### config.mk
export PLATFORM = sky130hd
export DESIGN_NAME = gpm_pin_function_mux
export DESIGN_NICKNAME = d
export VERILOG_FILES = /design/src/logic/gpm_pkg.sv /design/src/logic/gpm_pin_function_mux.sv /design/src/logic/gpm_pin_cell_mux.sv
export VERILOG_INCLUDE_DIRS = /design/src /design/src/logic
export SDC_FILE = /design/constraint.sdc
export NUM_CORES = 1
export LEC_CHECK = 0
export BUFFER_PORTS_ARGS = -buffer_cell sky130_fd_sc_hd__buf_2
export CORE_MARGIN = 2
export CORE_UTILIZATION = 49
export DETAILED_ROUTE_END_ITERATION = 10
export HOLD_SLACK_MARGIN = 0.1
export PLACE_DENSITY = 0.76
export REMOVE_ABC_BUFFERS = 1
export SYNTH_ARGS = -nofsm -noshare
export SYNTH_HDL_FRONTEND = slang
export SYNTH_SLANG_ARGS = --single-unit
### constraint.sdc
create_clock -name sys_clk -period 3.9 [get_ports sys_clk]
set_input_delay 0.39 -clock sys_clk [delete_from_list [all_inputs] [get_ports sys_clk]]
set_output_delay 0.39 -clock sys_clk [all_outputs]
set_load 0.005 [all_outputs]
### src/logic/gpm_cfg.svh
`ifndef GPM_CFG_SVH
`define GPM_CFG_SVH

// management register indices
`define GPM_IDX_PAGE 5'd31
`define GPM_IDX_RSV_HI 5'd12
`define GPM_IDX_FSEL1 5'd13
`define GPM_IDX_FSEL2 5'd14
`define GPM_IDX_GP_IN 5'd15
`define GPM_IDX_GP_OUT 5'd16
`define GPM_IDX_GP_OE 5'd17
`define GPM_IDX_EXT_LO 5'd18
`define GPM_IDX_EXT_HI 5'd29
`define GPM_IDX_RSV30 5'd30

// page-select codes
`define GPM_PAGE_MAIN 16'h0000
`define GPM_PAGE_GP 16'h0010

// reset values
`define GPM_FSEL1_RST 16'h0000
`define GPM_FSEL2_RST 16'h2600
`define GPM_GP_OUT_RST 14'h0000
`define GPM_GP_OE_RST 14'h0000

// fields of the second control register
`define GPM_F2_SERIAL_LSB 14
`define GPM_F2_PH_OE_N 13
`define GPM_F2_PH_DATA 12
`define GPM_F2_PH_IN 11
`define GPM_F2_TW_FLOAT 10
`define GPM_F2_LED_FLOAT 9
`define GPM_F2_PULSE_EN 8
`define GPM_F2_RO_MASK 16'h0800

// pin map: 0-3 signal detect, 4-7 two-wire clocks, 8 two-wire data,
// 9 link fail, 10 load/save, 11 pulse per second, 12 serial select, 13 serial data out
`define GPM_PIN_COUNT 14
`define GPM_TW_PIN_MASK 14'h01F0

`endif

### src/logic/gpm_pkg.sv
package gpm_pkg;

  typedef enum logic [1:0] {
    GPM_FN_DEDICATED = 2'b00,
    GPM_FN_RSV_A = 2'b01,
    GPM_FN_RSV_B = 2'b10,
    GPM_FN_GPIO = 2'b11
  } gpm_fn_e;

  typedef logic [15:0] gpm_word_t;
  typedef logic [4:0] gpm_idx_t;

  // reserved codes fall back to the dedicated function
  function automatic logic gpm_is_gpio(input logic [1:0] code);
    return gpm_fn_e'(code) == GPM_FN_GPIO;
  endfunction

endpackage

### src/logic/gpm_pin_function_mux.sv
`timescale 1ns/1ns
`include "gpm_cfg.svh"
module gpm_pin_function_mux #(
  parameter int PINS = `GPM_PIN_COUNT
) (
  // clock and resets
  input wire logic sys_clk,
  input wire logic rst,
  input wire logic soft_rst,
  // management register port
  input wire gpm_pkg::gpm_idx_t reg_addr,
  input wire gpm_pkg::gpm_word_t reg_wdata,
  input wire logic reg_wr,
  input wire logic reg_rd,
  output gpm_pkg::gpm_word_t reg_rdata,
  output logic reg_rvalid,
  // forwarding to other register spaces
  output gpm_pkg::gpm_word_t page_sel,
  output logic main_wr,
  output logic main_rd,
  input wire gpm_pkg::gpm_word_t main_rdata,
  output logic gpx_wr,
  output logic gpx_rd,
  input wire gpm_pkg::gpm_word_t gpx_rdata,
  // multipurpose pads
  input wire logic [PINS-1:0] pin_in,
  output logic [PINS-1:0] pin_out,
  output logic [PINS-1:0] pin_oe,
  // dedicated functions behind the pads
  input wire logic [PINS-1:0] fn_out,
  input wire logic [PINS-1:0] fn_oe,
  output logic [PINS-1:0] fn_in,
  // power-hold pad
  input wire logic power_hold_pin_in,
  output logic power_hold_pin_out,
  output logic power_hold_pin_oe,
  // levels to neighbouring logic
  output logic led_float,
  output logic tw_float,
  output logic pulse_outputs_one_to_three_en
);
  import gpm_pkg::*;

  gpm_word_t page_d, page_q;
  gpm_word_t fsel1_d, fsel1_q;
  gpm_word_t fsel2_d, fsel2_q;
  logic [PINS-1:0] gp_out_d, gp_out_q;
  logic [PINS-1:0] gp_oe_d, gp_oe_q;
  gpm_word_t rdata_d, rdata_q;
  logic rvalid_d, rvalid_q;
  logic gp_sel;
  logic page_hit;
  logic ext_hit;
  logic [PINS-1:0] gpio_sel;
  gpm_word_t rd_word;

  // reserved general indices hold nothing and read back zero
  function automatic logic rsv_idx(input gpm_idx_t idx);
    return idx <= `GPM_IDX_RSV_HI || idx == `GPM_IDX_RSV30;
  endfunction

  assign gp_sel = page_q == `GPM_PAGE_GP;
  assign page_hit = reg_addr == `GPM_IDX_PAGE;
  assign ext_hit = reg_addr >= `GPM_IDX_EXT_LO && reg_addr <= `GPM_IDX_EXT_HI;

  // strobes for registers that live outside this block
  assign main_wr = reg_wr && !page_hit && !gp_sel;
  assign main_rd = reg_rd && !page_hit && !gp_sel;
  assign gpx_wr = reg_wr && gp_sel && ext_hit;
  assign gpx_rd = reg_rd && gp_sel && ext_hit;

  // pin ownership decode
  always_comb begin
    gpio_sel = '0;
    for (int i = 0; i < 8; i++) begin
      gpio_sel[i] = gpm_is_gpio(fsel1_q[2*i+:2]);
    end
    for (int i = 0; i < 4; i++) begin
      gpio_sel[8+i] = gpm_is_gpio(fsel2_q[2*i+:2]);
    end
    gpio_sel[12] = gpm_is_gpio(fsel2_q[`GPM_F2_SERIAL_LSB+:2]);
    gpio_sel[13] = gpio_sel[12];
  end

  // read decode
  always_comb begin
    rd_word = '0;
    if (page_hit) begin
      rd_word = page_q;
    end else if (!gp_sel) begin
      rd_word = main_rdata;
    end else if (ext_hit) begin
      rd_word = gpx_rdata;
    end else begin
      case (reg_addr)
        `GPM_IDX_FSEL1: begin
          rd_word = fsel1_q;
        end
        `GPM_IDX_FSEL2: begin
          rd_word = fsel2_q;
          rd_word[`GPM_F2_PH_IN] = power_hold_pin_in;
        end
        `GPM_IDX_GP_IN: begin
          rd_word[PINS-1:0] = pin_in;
        end
        `GPM_IDX_GP_OUT: begin
          rd_word[PINS-1:0] = gp_out_q;
        end
        `GPM_IDX_GP_OE: begin
          rd_word[PINS-1:0] = gp_oe_q;
        end
        default: begin
          rd_word = '0;
        end
      endcase
    end
  end

  // register next state
  always_comb begin
    page_d = page_q;
    fsel1_d = fsel1_q;
    fsel2_d = fsel2_q;
    gp_out_d = gp_out_q;
    gp_oe_d = gp_oe_q;
    rdata_d = rdata_q;
    rvalid_d = reg_rd;
    // soft reset drops back to the main page unless a page write comes in the same cycle, but leaves general bits alone
    if (soft_rst) begin
      page_d = `GPM_PAGE_MAIN;
    end
    if (reg_wr && page_hit) begin
      page_d = reg_wdata;
    end else if (reg_wr && gp_sel) begin
      case (reg_addr)
        `GPM_IDX_FSEL1: begin
          fsel1_d = reg_wdata;
        end
        `GPM_IDX_FSEL2: begin
          // the pin level bit is never stored
          fsel2_d = reg_wdata & ~`GPM_F2_RO_MASK;
        end
        `GPM_IDX_GP_OUT: begin
          gp_out_d = reg_wdata[PINS-1:0];
        end
        `GPM_IDX_GP_OE: begin
          gp_oe_d = reg_wdata[PINS-1:0];
        end
        default: begin
          // reserved, input and external indices store nothing here
          fsel1_d = fsel1_q;
        end
      endcase
    end
    if (reg_rd) begin
      rdata_d = rd_word;
    end
  end

  // only the hardware reset reaches the general page registers
  always_ff @(posedge sys_clk) begin
    if (rst) begin
      page_q <= `GPM_PAGE_MAIN;
      fsel1_q <= `GPM_FSEL1_RST;
      fsel2_q <= `GPM_FSEL2_RST;
      gp_out_q <= `GPM_GP_OUT_RST;
      gp_oe_q <= `GPM_GP_OE_RST;
      rdata_q <= '0;
      rvalid_q <= 1'b0;
    end else begin
      page_q <= page_d;
      fsel1_q <= fsel1_d;
      fsel2_q <= fsel2_d;
      gp_out_q <= gp_out_d;
      gp_oe_q <= gp_oe_d;
      rdata_q <= rdata_d;
      rvalid_q <= rvalid_d;
    end
  end

  assign reg_rdata = rdata_q;
  assign reg_rvalid = rvalid_q;
  assign page_sel = page_q;

  // power-hold pad, direction bit is active low
  assign power_hold_pin_oe = !fsel2_q[`GPM_F2_PH_OE_N];
  assign power_hold_pin_out = fsel2_q[`GPM_F2_PH_DATA];
  assign led_float = fsel2_q[`GPM_F2_LED_FLOAT];
  assign tw_float = fsel2_q[`GPM_F2_TW_FLOAT];
  // software must keep this low while the daisy-chain input is in use
  assign pulse_outputs_one_to_three_en = fsel2_q[`GPM_F2_PULSE_EN];

  gpm_pin_cell_mux #(
    .PINS(PINS),
    .TW_MASK(`GPM_TW_PIN_MASK)
  ) u_gpm_pin_cell_mux (
    .sys_clk(sys_clk),
    .rst(rst),
    .gpio_sel(gpio_sel),
    .tw_float(tw_float),
    .gp_out(gp_out_q),
    .gp_oe(gp_oe_q),
    .fn_out(fn_out),
    .fn_oe(fn_oe),
    .fn_in(fn_in),
    .pin_in(pin_in),
    .pin_out(pin_out),
    .pin_oe(pin_oe)
  );
endmodule

### src/logic/gpm_pin_cell_mux.sv
`timescale 1ns/1ns
`include "gpm_cfg.svh"
module gpm_pin_cell_mux #(
  parameter int PINS = `GPM_PIN_COUNT,
  parameter logic [PINS-1:0] TW_MASK = `GPM_TW_PIN_MASK
) (
  // clock and reset
  input wire logic sys_clk,
  input wire logic rst,
  // selection
  input wire logic [PINS-1:0] gpio_sel,
  input wire logic tw_float,
  // general purpose side
  input wire logic [PINS-1:0] gp_out,
  input wire logic [PINS-1:0] gp_oe,
  // dedicated function side
  input wire logic [PINS-1:0] fn_out,
  input wire logic [PINS-1:0] fn_oe,
  output logic [PINS-1:0] fn_in,
  // pads
  input wire logic [PINS-1:0] pin_in,
  output logic [PINS-1:0] pin_out,
  output logic [PINS-1:0] pin_oe
);
  logic [PINS-1:0] pin_out_d, pin_oe_d, fn_in_d;
  logic [PINS-1:0] pin_out_q, pin_oe_q, fn_in_q;
  logic [PINS-1:0] tw_high_float;

  always_comb begin
    // open-drain style: a high two-wire level is released, not driven
    tw_high_float = TW_MASK & fn_out & {PINS{tw_float}};
    pin_out_d = (gpio_sel & gp_out) | (~gpio_sel & fn_out);
    pin_oe_d = (gpio_sel & gp_oe) | (~gpio_sel & fn_oe & ~tw_high_float);
    // a pin lent to software reads as idle to its dedicated function
    fn_in_d = pin_in & ~gpio_sel;
  end

  always_ff @(posedge sys_clk) begin
    if (rst) begin
      pin_out_q <= '0;
      pin_oe_q <= '0;
      fn_in_q <= '0;
    end else begin
      pin_out_q <= pin_out_d;
      pin_oe_q <= pin_oe_d;
      fn_in_q <= fn_in_d;
    end
  end

  assign pin_out = pin_out_q;
  assign pin_oe = pin_oe_q;
  assign fn_in = fn_in_q;
endmodule

; Word level (Yosys, flattened, before mapping)
; Cells that the tools add are included.
[word_totals]
wordCells = 69
regBits = 134
input_bits = 101
[op_classes]
mux = 7
magnitude_cmp = 2
bitwise_logic = 12
reduce_logical = 18
eq_ne = 20
[op_table]
columns = operator, n
row1 = 14-bit AND, 6
row2 = 16-bit two-way mux, 5
row3 = 14-bit one-hot mux with 5 select lines, 1
row4 = 14-bit NOT, 2
row5 = 14-bit bitwise OR, 2
row6 = "2-bit equality test, second input constant", 13
row7 = "16-bit by 5-bit equality test with 1-bit output, second input constant", 1
row8 = "5-bit by 4-bit equality test with 1-bit output, second input constant", 3
row9 = "5-bit equality test, second input constant", 3
row10 = 9-bit by 14-bit AND with 14-bit output, 1
row11 = 3-bit AND reduction, 4
row12 = 1-bit logical AND, 10
row13 = "5-bit >= comparator, second input constant", 1
row14 = "5-bit less-or-equal comparator, second input constant", 1
row15 = 2-bit one-hot mux with 2 select lines, 1
row16 = 1-bit logical NOT, 3
row17 = 2-bit nonzero test, 1
row18 = 1-bit NOT, 1

; Longest topological paths before layout
; Gate-level depths: netlist (run 1).
[logic_depth]
word_depth = 5
ltp_mapped = 8
mapped_depth_nobuf = 4

; Cells and area by module
; Synthesis (run 1) repeated with hierarchy kept, for this count alone.
[hier_totals]
cells_unflattened = 714
area_unflattened_um2 = 6219.7
[modules_own_cells]
columns = mod, area_each_um2, cells_per_inst, seq_area_each_um2, instances
row1 = gpm_pin_function_mux, 4732.0, 587, 1841.8, 1
row2 = gpm_pin_cell_mux, 1487.7, 127, 840.8, 1

; Worst setup path before layout (run 1)
; Ideal clock, no wire load.
[synth_path]
path_type = in2out
start = input reg_addr[1]
end = output gpx_rd
cell_stages = 5
required_ns = 3.510
path_buffers = 1
arrival_time_ns = 1.477
setup_slack_ns = 2.033
path_cell_list = and3_2 > nor3b_2 > clkbuf_1 > nor2b_1 > and2_1
[synth_between]
elab_chain_len = 3
[synth_lines]
columns = item, line_no
row1 = "start, declared", gpm_pin_function_mux.sv:11  ; input wire gpm_pkg::gpm_idx_t reg_addr,
row2 = 5-bit >= comparator (no line) / 5-bit less-or-equal comparator (equally long branches), --
row3 = 1-bit logical AND (no line) (*), --
row4 = 1-bit logical AND (*), gpm_pin_function_mux.sv:70  ; assign gpx_rd = reg_rd && gp_sel && ext_hit;
row5 = "end, declared", gpm_pin_function_mux.sv:23  ; output logic gpx_rd,
; Every way passes the cells marked *; elsewhere a longest branch is shown, timed or not.

; Worst setup path after layout (run 1)
; Same ends and word-level chain as after synthesis.

==> results.md, run 1 <==
- Final Hold Vio Count: 0
- Fin nets: 983
- Overflow after GRT: 0
- First-pass GRT wire length: 31900 µm
- Initial core utilization: 50.5%
- Main combinational cell family by area after synthesis: simple AND/OR/NAND/NOR gates
- Cell count along the critical path: 7
- # Post-CTS Setup Buffers: 0
- GPL Wtd Cong: 0.847
- Die Y: 118 µm
- Hold Path Class: in -> reg
- DRC: 0
- R2r worst-path depth: 4
- Synth Warn #: 0
- CTS root buf: clkbuf_16
- Asr flop ratio synth: 0%
- Diode count: 0
- Worst R2R Setup Slack: 1380 ps
- Final setup TNS: 0 ps
- Final-report max-slew violation count: 0
- EDFF count, synth: 0
- Power Density: 441 mW/mm²
- Post-Synth XOR/XNOR Area: 0%
- Rel. slew slack: 19.6%
- Total Routed Length: 20700 µm
- Die X: 118 µm
- CP Max Fanout: 21
- Status: finished, final reports clean
- Share of layout cells above drive strength 1: 28.9%
- Commonest cells after routing, fill and taps aside: buf_2, dfxtp_1, a21oi_1, nand2_1, nand3_1
- Syn-to-layout area delta: 24.5%
- Total CTS buffers: 17
- Most common cell after layout, fill and taps aside: buf_2
- Sum of buffers and inverters on the critical path: 3
- Mapped Area: 0.00639 mm²
- Synth Area in Simple Gates: 29.5%
- Crit-path leading delay family: simple AND/OR/NAND/NOR gates
- Total number of vias: 6402
- R2r startpoint: page_sel[7]
- Fin crit period: 2680 ps
- Clock Latency Late Sink: 430 ps
- Avg Cell Area, Syn: 8.72 µm²
- Crit path to: gpx_rd
- Yosys top cell by area: dfxtp_1
- Power Total: 3.51 mW
- Pre-antenna DRT Iters: 7
- Skew final: 8.55 ps
- Gr usage total: 28.9%
- Wire per inst: 19.4 µm
- Hold Buf Count CTS: 0
- RSZ-0062 raised after global routing: no
- Slowest Stage Delay on Critical Path: 650 ps
- CP endpoint kind: output port
- DP HPWL: 13700 µm
- Full die area: 0.0140 mm²
- Design area: 0.00796 mm²
- Routed Antenna Nets: 0
- Largest net degree at the start of global routing: 151
- Unique masters post-synth: 45
- Top-level I/O count: 185
- Synth Area in Compound Gates: 17.5%
- Multiplexer share of the synthesized area: 5.01%
- Synth Area in Adders: 0%
- Max cap viols: 0
- Clock tree buffer depth: 2
- CTS tree: built
- Synthesized instance count: 733
- Final setup viols: 0
- CORE AREA: 0.0127 mm²
- #FFs+latches synth: 134
- Worst EP required: 3510 ps
- Sequential-to-total area share from yosys stat: 42.0%
- Leak pwr: 3.43 nW
- Final Cycle Share: 68.8%
- PnR worst setup slack: 1220 ps
- RR Endpoint: fsel1_q[0]
- DP Area: 0.00730 mm²
- Critical path's slowest cell: nor3b_2
- CTS resizes: 0
- Initial antenna violation count: 0
- Vias per cell: 6.00
- Clock sinks: 134
- Initial drt markers: 821
- Count of input and output buffers: 184
- Arr. time, crit path: 2290 ps
- CP startpoint: reg_addr[1]
- FMAX: 373 MHz
- Synth top area share: 42.0%
- Crit path launch type: primary input
- Cells along the critical path: buf_2, and3_2, nor3b_2, buf_4, nor2b_1, and2_1, buf_2
- Top post-synthesis cells by area: dfxtp_1, a21oi_1, mux2i_1
- Clk slew on worst S/H paths: 60 ps
- Worst-Margin Slew: 1210 ps
- Row count: 41
- Main synth FF type: dfxtp_1
- Vias in the first global route: 5810
- Maximum VDD drop: 292 µV
- H-tree Lvls: 4
- CP Class: in -> out
- Worst path most repeated cell: buf_2
- Post-Place Worst Slack: 1280 ps
-- report_power, final --
part	switching (mW)	internal, mW	total (mW)
Sequential	0.0137	1.41	1.42
Combinational	0.165	0.122	0.287
Clock	0.611	1.20	1.81
Total	0.790	2.72	3.51
-- layer usage --
metal	GRT usage (%)	vias up	part of all wire (%)
met4	10.2	0	2.6
met3	8.40	47	12
li1	-	2972	-
met5	0	-	0
met1	39.6	2954	41
met2	43.4	429	44
-- logic make-up (layout without fill, tap and decap cells) --
logic type / after synthesis / after routing
flip-flops: 134 / 134
buffers and inverters: 79 / 241
AND/OR/NAND/NOR: 308 / 308
multiplexers: 32 / 32
AO/OA/AOI/OAI: 180 / 180
-- state kept, by name, indices dropped and copies added (netlist names) --
name                        flops
fsel1_q                        16
page_sel                       16
reg_rdata                      16
fsel2_q                        15
gp_oe_q                        14
gp_out_q                       14
u_gpm_pin_cell_mux.fn_in       14
u_gpm_pin_cell_mux.pin_oe      14
u_gpm_pin_cell_mux.pin_out     14
reg_rvalid                      1
-- how the worst min path moves through the flow --
stage	from	to	slack, ps	cells past startpoint
after floorplan	gp_out_q[5]	u_gpm_pin_cell_mux.pin_out[5]	440	2
after global placement	gp_out_q[3]	u_gpm_pin_cell_mux.pin_out[3]	470	2
after detailed placement	gp_out_q[3]	u_gpm_pin_cell_mux.pin_out[3]	480	2
after CTS	pin_in[13]	u_gpm_pin_cell_mux.fn_in[13]	170	2
after global routing	pin_in[13]	u_gpm_pin_cell_mux.fn_in[13]	190	2
final	pin_in[13]	u_gpm_pin_cell_mux.fn_in[13]	180	2
-- worst reg2reg max path, cell delays in order (launching register included) --
cell and delay [ps]:
dfxtp_1 370, nor4_2 520, nand3_1 900, o21ai_0 460, a21oi_1 110
-- stage by stage --
stage | std cells | hold slack [ps] | util (%)
after global routing | 1067 | 186 | 62.8
after CTS | 1067 | 173 | 62.8
after floorplan | 669 | 440 | -
final | 1067 | 181 | 62.8
after detailed placement | 1035 | 476 | 57.6
after global placement | 1035 | 469 | 57.6
-- Yosys cell counts (all sizes together) (2+ instances only) --
| cell | count |
|---|---|
| dfxtp | 134 |
| a21oi | 75 |
| nand2 | 58 |
| clkbuf | 38 |
| nand3 | 37 |
| mux2i | 32 |
| nand4 | 30 |
| nor2 | 29 |
| o21ai | 28 |
| buf | 26 |
| nand2b | 22 |
| or2b | 20 |
| and3 | 19 |
| nor2b | 19 |
| a311oi | 16 |
| nand3b | 16 |
| o31ai | 16 |
| inv | 15 |
| a22oi | 14 |
| a31oi | 14 |
| nor3 | 14 |
| nor3b | 14 |
| a2111oi | 13 |
| and3b | 12 |
| and2 | 7 |
| nor4 | 3 |
| a222oi | 2 |
| and4b | 2 |
| nand4b | 2 |
-- layout make-up --
cell class / instances / area, µm²
clock buffer: 19 / 433
clock inverter: 13 / 229
fill: 1126 / 4710
inverter: 15 / 56.3
multi-input combinational: 520 / 3330
sequential: 134 / 2680
tap: 172 / 215
timing repair buffer: 194 / 1010
Note: power is estimated with default switching activity, not from simulation.
==> run 2: changes to the inputs <==
--- a/config.mk
+++ b/config.mk
@@ -8,7 +8,7 @@
 export LEC_CHECK = 0
 export BUFFER_PORTS_ARGS = -buffer_cell sky130_fd_sc_hd__buf_2
 export CORE_MARGIN = 2
-export CORE_UTILIZATION = 49
+export CORE_UTILIZATION = 47
 export DETAILED_ROUTE_END_ITERATION = 10
 export HOLD_SLACK_MARGIN = 0.1
 export PLACE_DENSITY = 0.76
==> constraint.sdc (replaced) <==
create_clock -name sys_clk -period 2.19 [get_ports sys_clk]
set_input_delay 0.219 -clock sys_clk [delete_from_list [all_inputs] [get_ports sys_clk]]
set_output_delay 0.219 -clock sys_clk [all_outputs]
set_load 0.005 [all_outputs]
==> run 2 against run 1 <==
  * Sequential cell count is the same
  * Via count grew 7.9%
  * Routed wire length grew 11%
  * Sequential share of layout area shrank 3.1 points
  * Core utilization grew 3.4 points
  * Worst setup slack lost 1200 ps
  * Register-to-register slack lost 1000 ps
  * Critical path type is now reg -> out
  * Largest power group unchanged
  * Highest routed layer unchanged
==> results.md, run 2 (synthesis gave the netlist of run 1 again) <==
- Status: finished, final reports clean
- CP endpoint kind: output port
- H-tree Lvls: 4 (unchanged)
- Vias in the first global route: 6548 (+13%)
- Slowest Stage Delay on Critical Path: 490 ps (-160 ps)
- FMAX: 470 MHz
- Critical path's slowest cell: and4_1
- Power Density: 697 mW/mm² (+58%)
- Fin cells: 1159 (+8.6%)
- Routed Antenna Nets: 0 (unchanged)
- Final setup TNS: 0 ps (unchanged)
- Final-report max-slew violation count: 0 (unchanged)
- Initial drt markers: 896 (+9.1%)
- Fin crit period: 2130 ps
- Most common cell after layout, fill and taps aside: buf_2
- Clk slew on worst S/H paths: 60 ps (about the same)
- CTS tree: built
- Wire per inst: 19.7 µm (+1.9%)
- Share of layout cells above drive strength 1: 29.1% (+0.16 points)
- Maximum VDD drop: 549 µV (+88%)
- Final setup viols: 0 (unchanged)
- Total number of vias: 6910 (+7.9%)
- R2r startpoint: page_sel[7]
- Vias per cell: 5.96 (-0.63%)
- First-pass GRT wire length: 34900 µm (+9.4%)
- Storage cell area: 0.00268 mm² (unchanged)
- Top-level I/O count: 185 (unchanged)
- Cells along the critical path: nor4_4, and4_1, nor2_1, buf_2
- Crit path launch type: register
- DP HPWL: 15100 µm (+10%)
- Gr usage total: 31.1% (+2.2 points)
- Largest net degree at the start of global routing: 59 (-61%)
- CTS root buf: clkbuf_16
- DRC: 0 (unchanged)
- GPL Wtd Cong: 0.920 (+8.5%)
- Final Cycle Share: 97.1%
- Die Y: 121 µm (+2.0%)
- Worst EP required: 1970 ps (-1540 ps)
- Hold Path Class: in -> reg
- Worst-Margin Slew: 678 ps (-528 ps)
- Syn-to-layout area delta: 37.2%
- Clock sinks: 134 (unchanged)
- CORE AREA: 0.0132 mm² (+4.5%)
- Clock Latency Late Sink: 420 ps (about the same)
- Worst R2R Setup Slack: 340 ps (-1040 ps)
- Hold path start: main_rdata[1]
- Max cap viols: 0 (unchanged)
- Diode count: 0 (unchanged)
- Count of input and output buffers: 184 (unchanged)
- Commonest cells after routing, fill and taps aside: buf_2, dfxtp_1, a21oi_1, dlygate4sd3_1, nand2_1
- Multi-input combinational cell area: 0.00337 mm² (+1.1%)
- Skew final: 5.59 ps (-2.97 ps)
- Hold Crit Depth: 3 (+1)
- Initial antenna violation count: 0 (unchanged)
- Total Routed Length: 22900 µm (+11%)
- Fillers: 1100 (-2.3%)
- Leak pwr: 3.82 nW (+11%)
- Overflow after GRT: 0 (unchanged)
- DP Cell Count: 1064 (+2.8%)
- Fin nets: 1071 (+9.0%)
- Final Hold Vio Count: 0 (unchanged)
- RR Endpoint: reg_rdata[12]
- Initial core utilization: 48.3% (-2.2 points)
- Rel. slew slack: 54.6% (+35 points)
- Pre-antenna DRT Iters: 6 (-1)
- Worst Hold End: reg_rdata[1]
- R2r worst-path depth: 5 (+1)
- Arr. time, crit path: 1910 ps (-380 ps)
- Row count: 42 (+2.4%)
- CP Class: reg -> out
- CP Max Fanout: 7 (-67%)
- Full die area: 0.0146 mm² (+4.1%)
- Die X: 121 µm (+2.0%)
- Total CTS buffers: 17 (unchanged)
- Clock tree buffer depth: 2 (unchanged)
- Design area: 0.00877 mm² (+10%)
- DP Area: 0.00750 mm² (+2.8%)
-- run 2: cell types whose count changed in the layout (fill, tap and decap cells not counted), moves of 2 or more --
cell / delta
nor4_2: -3
clkbuf_8: +4
bufinv_16: -3
clkinv_4: -3
dlygate4sd3_1: +61
nor4_4: +3
buf_4: +26
clkinv_2: +2
-- run 2: cell type report --
cell class	instances	area share (%)
Tap cell	176	2.51
Clock inverter	9	1.40
Multi-Input combinational cell	520	38.4
Timing Repair Buffer	282	20.9
Sequential cell	134	30.6
Inverter	15	0.642
Clock buffer	23	5.56
-- run 2: how the worst max path moves through the flow --
| stage | start | end | slack [ps] | cells after the start |
|---|---|---|---|---|
| 2_1_floorplan | reg_addr[1] | reg_rdata[0] | 160 | 4 |
| 3_3_place_gp | reg_addr[1] | page_sel[9] | 330 | 6 |
| 3_5_place_dp | reg_addr[0] | page_sel[9] | 240 | 5 |
| 4_1_cts | page_sel[7] | gpx_rd | 9 | 5 |
| 5_1_grt | page_sel[7] | gpx_rd | -10 | 5 |
| 6_report | page_sel[7] | main_rd | 60 | 4 |
-- run 2: where the power goes --
| part | switching, mW | internal (mW) | total (mW) |
|---|---|---|---|
| logic | 0.324 | 0.309 | 0.632 |
| clock network | 1.06 | 1.90 | 2.96 |
| registers | 0.0251 | 2.50 | 2.53 |
| total | 1.40 | 4.71 | 6.12 |
-- run 2: worst max-delay path, delay by kind of cell (launching register included) --
family / cells / cell delay [ps]
buf+inv: 1 / 140
simple gates: 3 / 970
flops: 1 / 370
-- run 2: timing repair --
action / CTS / global route
endpoints found under the hold margin: 74 / 0
pin swaps: 0 / 2
hold buffers: 61 / 0
setup endpoints to repair: 3 / 4
gates resized for setup: 1 / 3
setup buffers: 0 / 2
-- run 2: per-layer routing --
layer  share of wire (%)  wire length (µm)  vias up  track usage (%)
met1                  40              9190     3214             41.0
met5                   0                 0        -                0
met3                  12              2710       79             8.58
met4                 4.0               905        0             13.3
met2                  44             10100      472             47.9
li1                    -                 -     3145                -
-- run 2: metrics by stage --
stage	setup slack, ps	power, mW	hold WS, ps	util (%)
final	63.8	6.12	108	66.3
after global routing	-14.8	6.30	118	66.3
after CTS	9.01	6.11	103	65.9
after detailed placement	236	3.11	462	56.7
after global placement	330	3.10	452	56.7
after floorplan	163	2.77	288	-
==> run 3: changes to the inputs <==
--- a/config.mk
+++ b/config.mk
@@ -9,10 +9,13 @@
 export BUFFER_PORTS_ARGS = -buffer_cell sky130_fd_sc_hd__buf_2
 export CORE_MARGIN = 2
 export CORE_UTILIZATION = 47
+export CTS_BUF_LIST = sky130_fd_sc_hd__clkbuf_16
 export DETAILED_ROUTE_END_ITERATION = 10
 export HOLD_SLACK_MARGIN = 0.1
 export PLACE_DENSITY = 0.76
+export RECOVER_POWER = 50
 export REMOVE_ABC_BUFFERS = 1
 export SYNTH_ARGS = -nofsm -noshare
 export SYNTH_HDL_FRONTEND = slang
 export SYNTH_SLANG_ARGS = --single-unit
+export TNS_END_PERCENT = 10
==> run 3 against run 2 <==
  * Design area fell by 1.2%
  * Routed wire length fell by 1.0%
  * Total power decreased by 2.7%
  * Clock power fell by 5%
  * Combinational power down 2%
==> results.md, run 3 (synthesis gave the netlist of run 1 again) <==
- Multi-input combinational cell area: 0.00337 mm² (unchanged)
- Leak pwr: 3.66 nW (-4.1%)
- Hold path start: main_rdata[1]
- Clk slew on worst S/H paths: 60 ps (about the same)
- Worst EP required: 1970 ps (about the same)
- Wire per inst: 19.5 µm (-1.0%)
- Most common cell after layout, fill and taps aside: buf_2
- Maximum VDD drop: 539 µV (-1.7%)
- Sw Share: 23.5% (+0.59 points)
- Status: finished, final reports clean
- Fin crit period: 2100 ps (-22.3 ps)
- Overflow after GRT: 0 (unchanged)
- FMAX: 475 MHz (+1.1%)
- Final setup viols: 0 (unchanged)
- Worst-Margin Slew: 1310 ps (+634 ps)
- Max cap viols: 0 (unchanged)
- Clock Latency Late Sink: 420 ps (about the same)
- Clock tree buffer depth: 2 (unchanged)
- Commonest cells after routing, fill and taps aside: buf_2, dfxtp_1, a21oi_1, dlygate4sd3_1, nand2_1
- Worst R2R Setup Slack: 360 ps (+20 ps)
- DP Cell Count: 1064 (unchanged)
- Hold Crit Depth: 3 (unchanged)
- Final Cycle Share: 96.1% (-1.0 points)
- DP HPWL: 15100 µm (unchanged)
- GPL Wtd Cong: 0.920 (unchanged)
- R2r worst-path depth: 5 (unchanged)
- Fin nets: 1071 (unchanged)
- CTS tree: built
- Final Hold Vio Count: 0 (unchanged)
- Initial core utilization: 48.3% (unchanged)
- Final setup TNS: 0 ps (unchanged)
- Crit path launch type: register
- Final Util: 65.5% (-0.79 points)
- CP Class: reg -> out
- Total Routed Length: 22600 µm (-1.0%)
- CP endpoint kind: output port
- Initial antenna violation count: 0 (unchanged)
- Syn-to-layout area delta: 35.6%
- Power Density: 687 mW/mm² (-1.5%)
- H-tree Lvls: 4 (unchanged)
- Clk network pwr share: 47.1% (-1.2 points)
- Row count: 42 (unchanged)
- Die X: 121 µm (unchanged)
- Die Y: 121 µm (unchanged)
- PnR worst setup slack: 86.1 ps (+22.3 ps)
- CP Max Fanout: 7 (unchanged)
- Sw Pwr: 1.40 mW (-0.21%)
- Hold Path Class: in -> reg
- Fillers: 1133 (+3.0%)
- Top-level I/O count: 185 (unchanged)
- Rel. slew slack: 12.5% (-42 points)
- Share of layout cells above drive strength 1: 25.0% (-4.1 points)
- Clock sinks: 134 (unchanged)
- DP Area: 0.00750 mm² (unchanged)
- Seq pwr share: 42.5% (+1.2 points)
- Int Pwr: 4.55 mW (-3.4%)
- Initial drt markers: 756 (-16%)
- Arr. time, crit path: 1880 ps (-30 ps)
- Vias in the first global route: 6512 (-0.55%)
- Count of input and output buffers: 184 (unchanged)
- Worst Hold End: reg_rdata[1]
- Storage cell area: 0.00268 mm² (unchanged)
- Routed Antenna Nets: 0 (unchanged)
- CTS root buf: clkbuf_16
- RR Endpoint: reg_rdata[12]
- Comb power frac: 10.4% (about the same)
- Full die area: 0.0146 mm² (unchanged)
- R2r startpoint: page_sel[7]
- DRC: 0 (unchanged)
- Post-Place Worst Slack: 236 ps (unchanged)
- Pre-antenna DRT Iters: 6 (unchanged)
- Diode count: 0 (unchanged)
- CORE AREA: 0.0132 mm² (unchanged)
- Design area: 0.00867 mm² (-1.2%)
- Vias per cell: 5.93 (-0.46%)
- Final-report max-slew violation count: 0 (unchanged)
- Skew final: 5.66 ps (+0.0706 ps)
- Largest net degree at the start of global routing: 59 (unchanged)
- Fin cells: 1159 (unchanged)
- Total number of vias: 6878 (-0.46%)
- First-pass GRT wire length: 34700 µm (-0.44%)
- Gr usage total: 31.0% (-0.16 points)
- Total CTS buffers: 17 (unchanged)
run 3: cell types whose count changed in the layout (fill, tap and decap cells not counted), sizes merged:
| cell | delta |
|---|---|
| clkinv | +4 |
| buf | -38 |
| clkbuf | +32 |
| inv | +2 |
run 3: area by class of cell:
class / count / share of cell area (%)
Timing Repair Buffer: 282 / 20.4
Sequential cell: 134 / 30.9
Tap cell: 176 / 2.54
Multi-Input combinational cell: 520 / 38.8
Clock inverter: 15 / 1.67
Clock buffer: 17 / 4.91
Inverter: 15 / 0.650
run 3: layer usage:
layer / vias up / global-route usage [%] / wire, µm
li1: 3153 / - / -
met1: 3216 / 40.9 / 9160
met5: - / 0 / 0
met3: 81 / 8.73 / 2670
met2: 428 / 47.4 / 9910
met4: 0 / 13.2 / 903
run 3: critical path, stage by stage (launching register included):
cell     delay, ps
dfxtp_1        380
nor4_4         400
and4_1         470
nor2_1          80
buf_2          140
run 3: through the flow:
stage          power [mW]  hold slack, ps
2_1_floorplan        2.77             288
3_3_place_gp         3.10             452
3_5_place_dp         3.11             462
4_1_cts              5.95             104
5_1_grt              6.13             119
6_report             5.95             110
run 3: how the worst max path moves through the flow:
stage,from,endpoint,slack [ps],cells after the start
after floorplan,reg_addr[1],reg_rdata[0],160,4
after detailed placement,reg_addr[0],page_sel[9],240,5
after CTS,page_sel[7],gpx_rd,9,5
after global placement,reg_addr[1],page_sel[9],330,6
final,page_sel[7],main_rd,90,4
after global routing,page_sel[7],gpx_rd,-10,5
run 3: what timing repair did:
action / CTS / global route
endpoints found under the hold margin: 74 / 0
buffers inserted: 0 / 2
hold buffers: 61 / 0
pin swaps: 0 / 2
setup endpoints to repair: 3 / 4
resized for setup: 1 / 3
run 3: power groups by stage:
| stage | clock [mW] | sequential [mW] | combinational, mW |
|---|---|---|---|
| after global placement | 0 | 2.58 | 0.524 |
| after CTS | 2.81 | 2.53 | 0.614 |
| after floorplan | 0 | 2.59 | 0.187 |
| after detailed placement | 0 | 2.58 | 0.527 |
| final | 2.80 | 2.53 | 0.617 |
| after global routing | 2.94 | 2.53 | 0.664 |
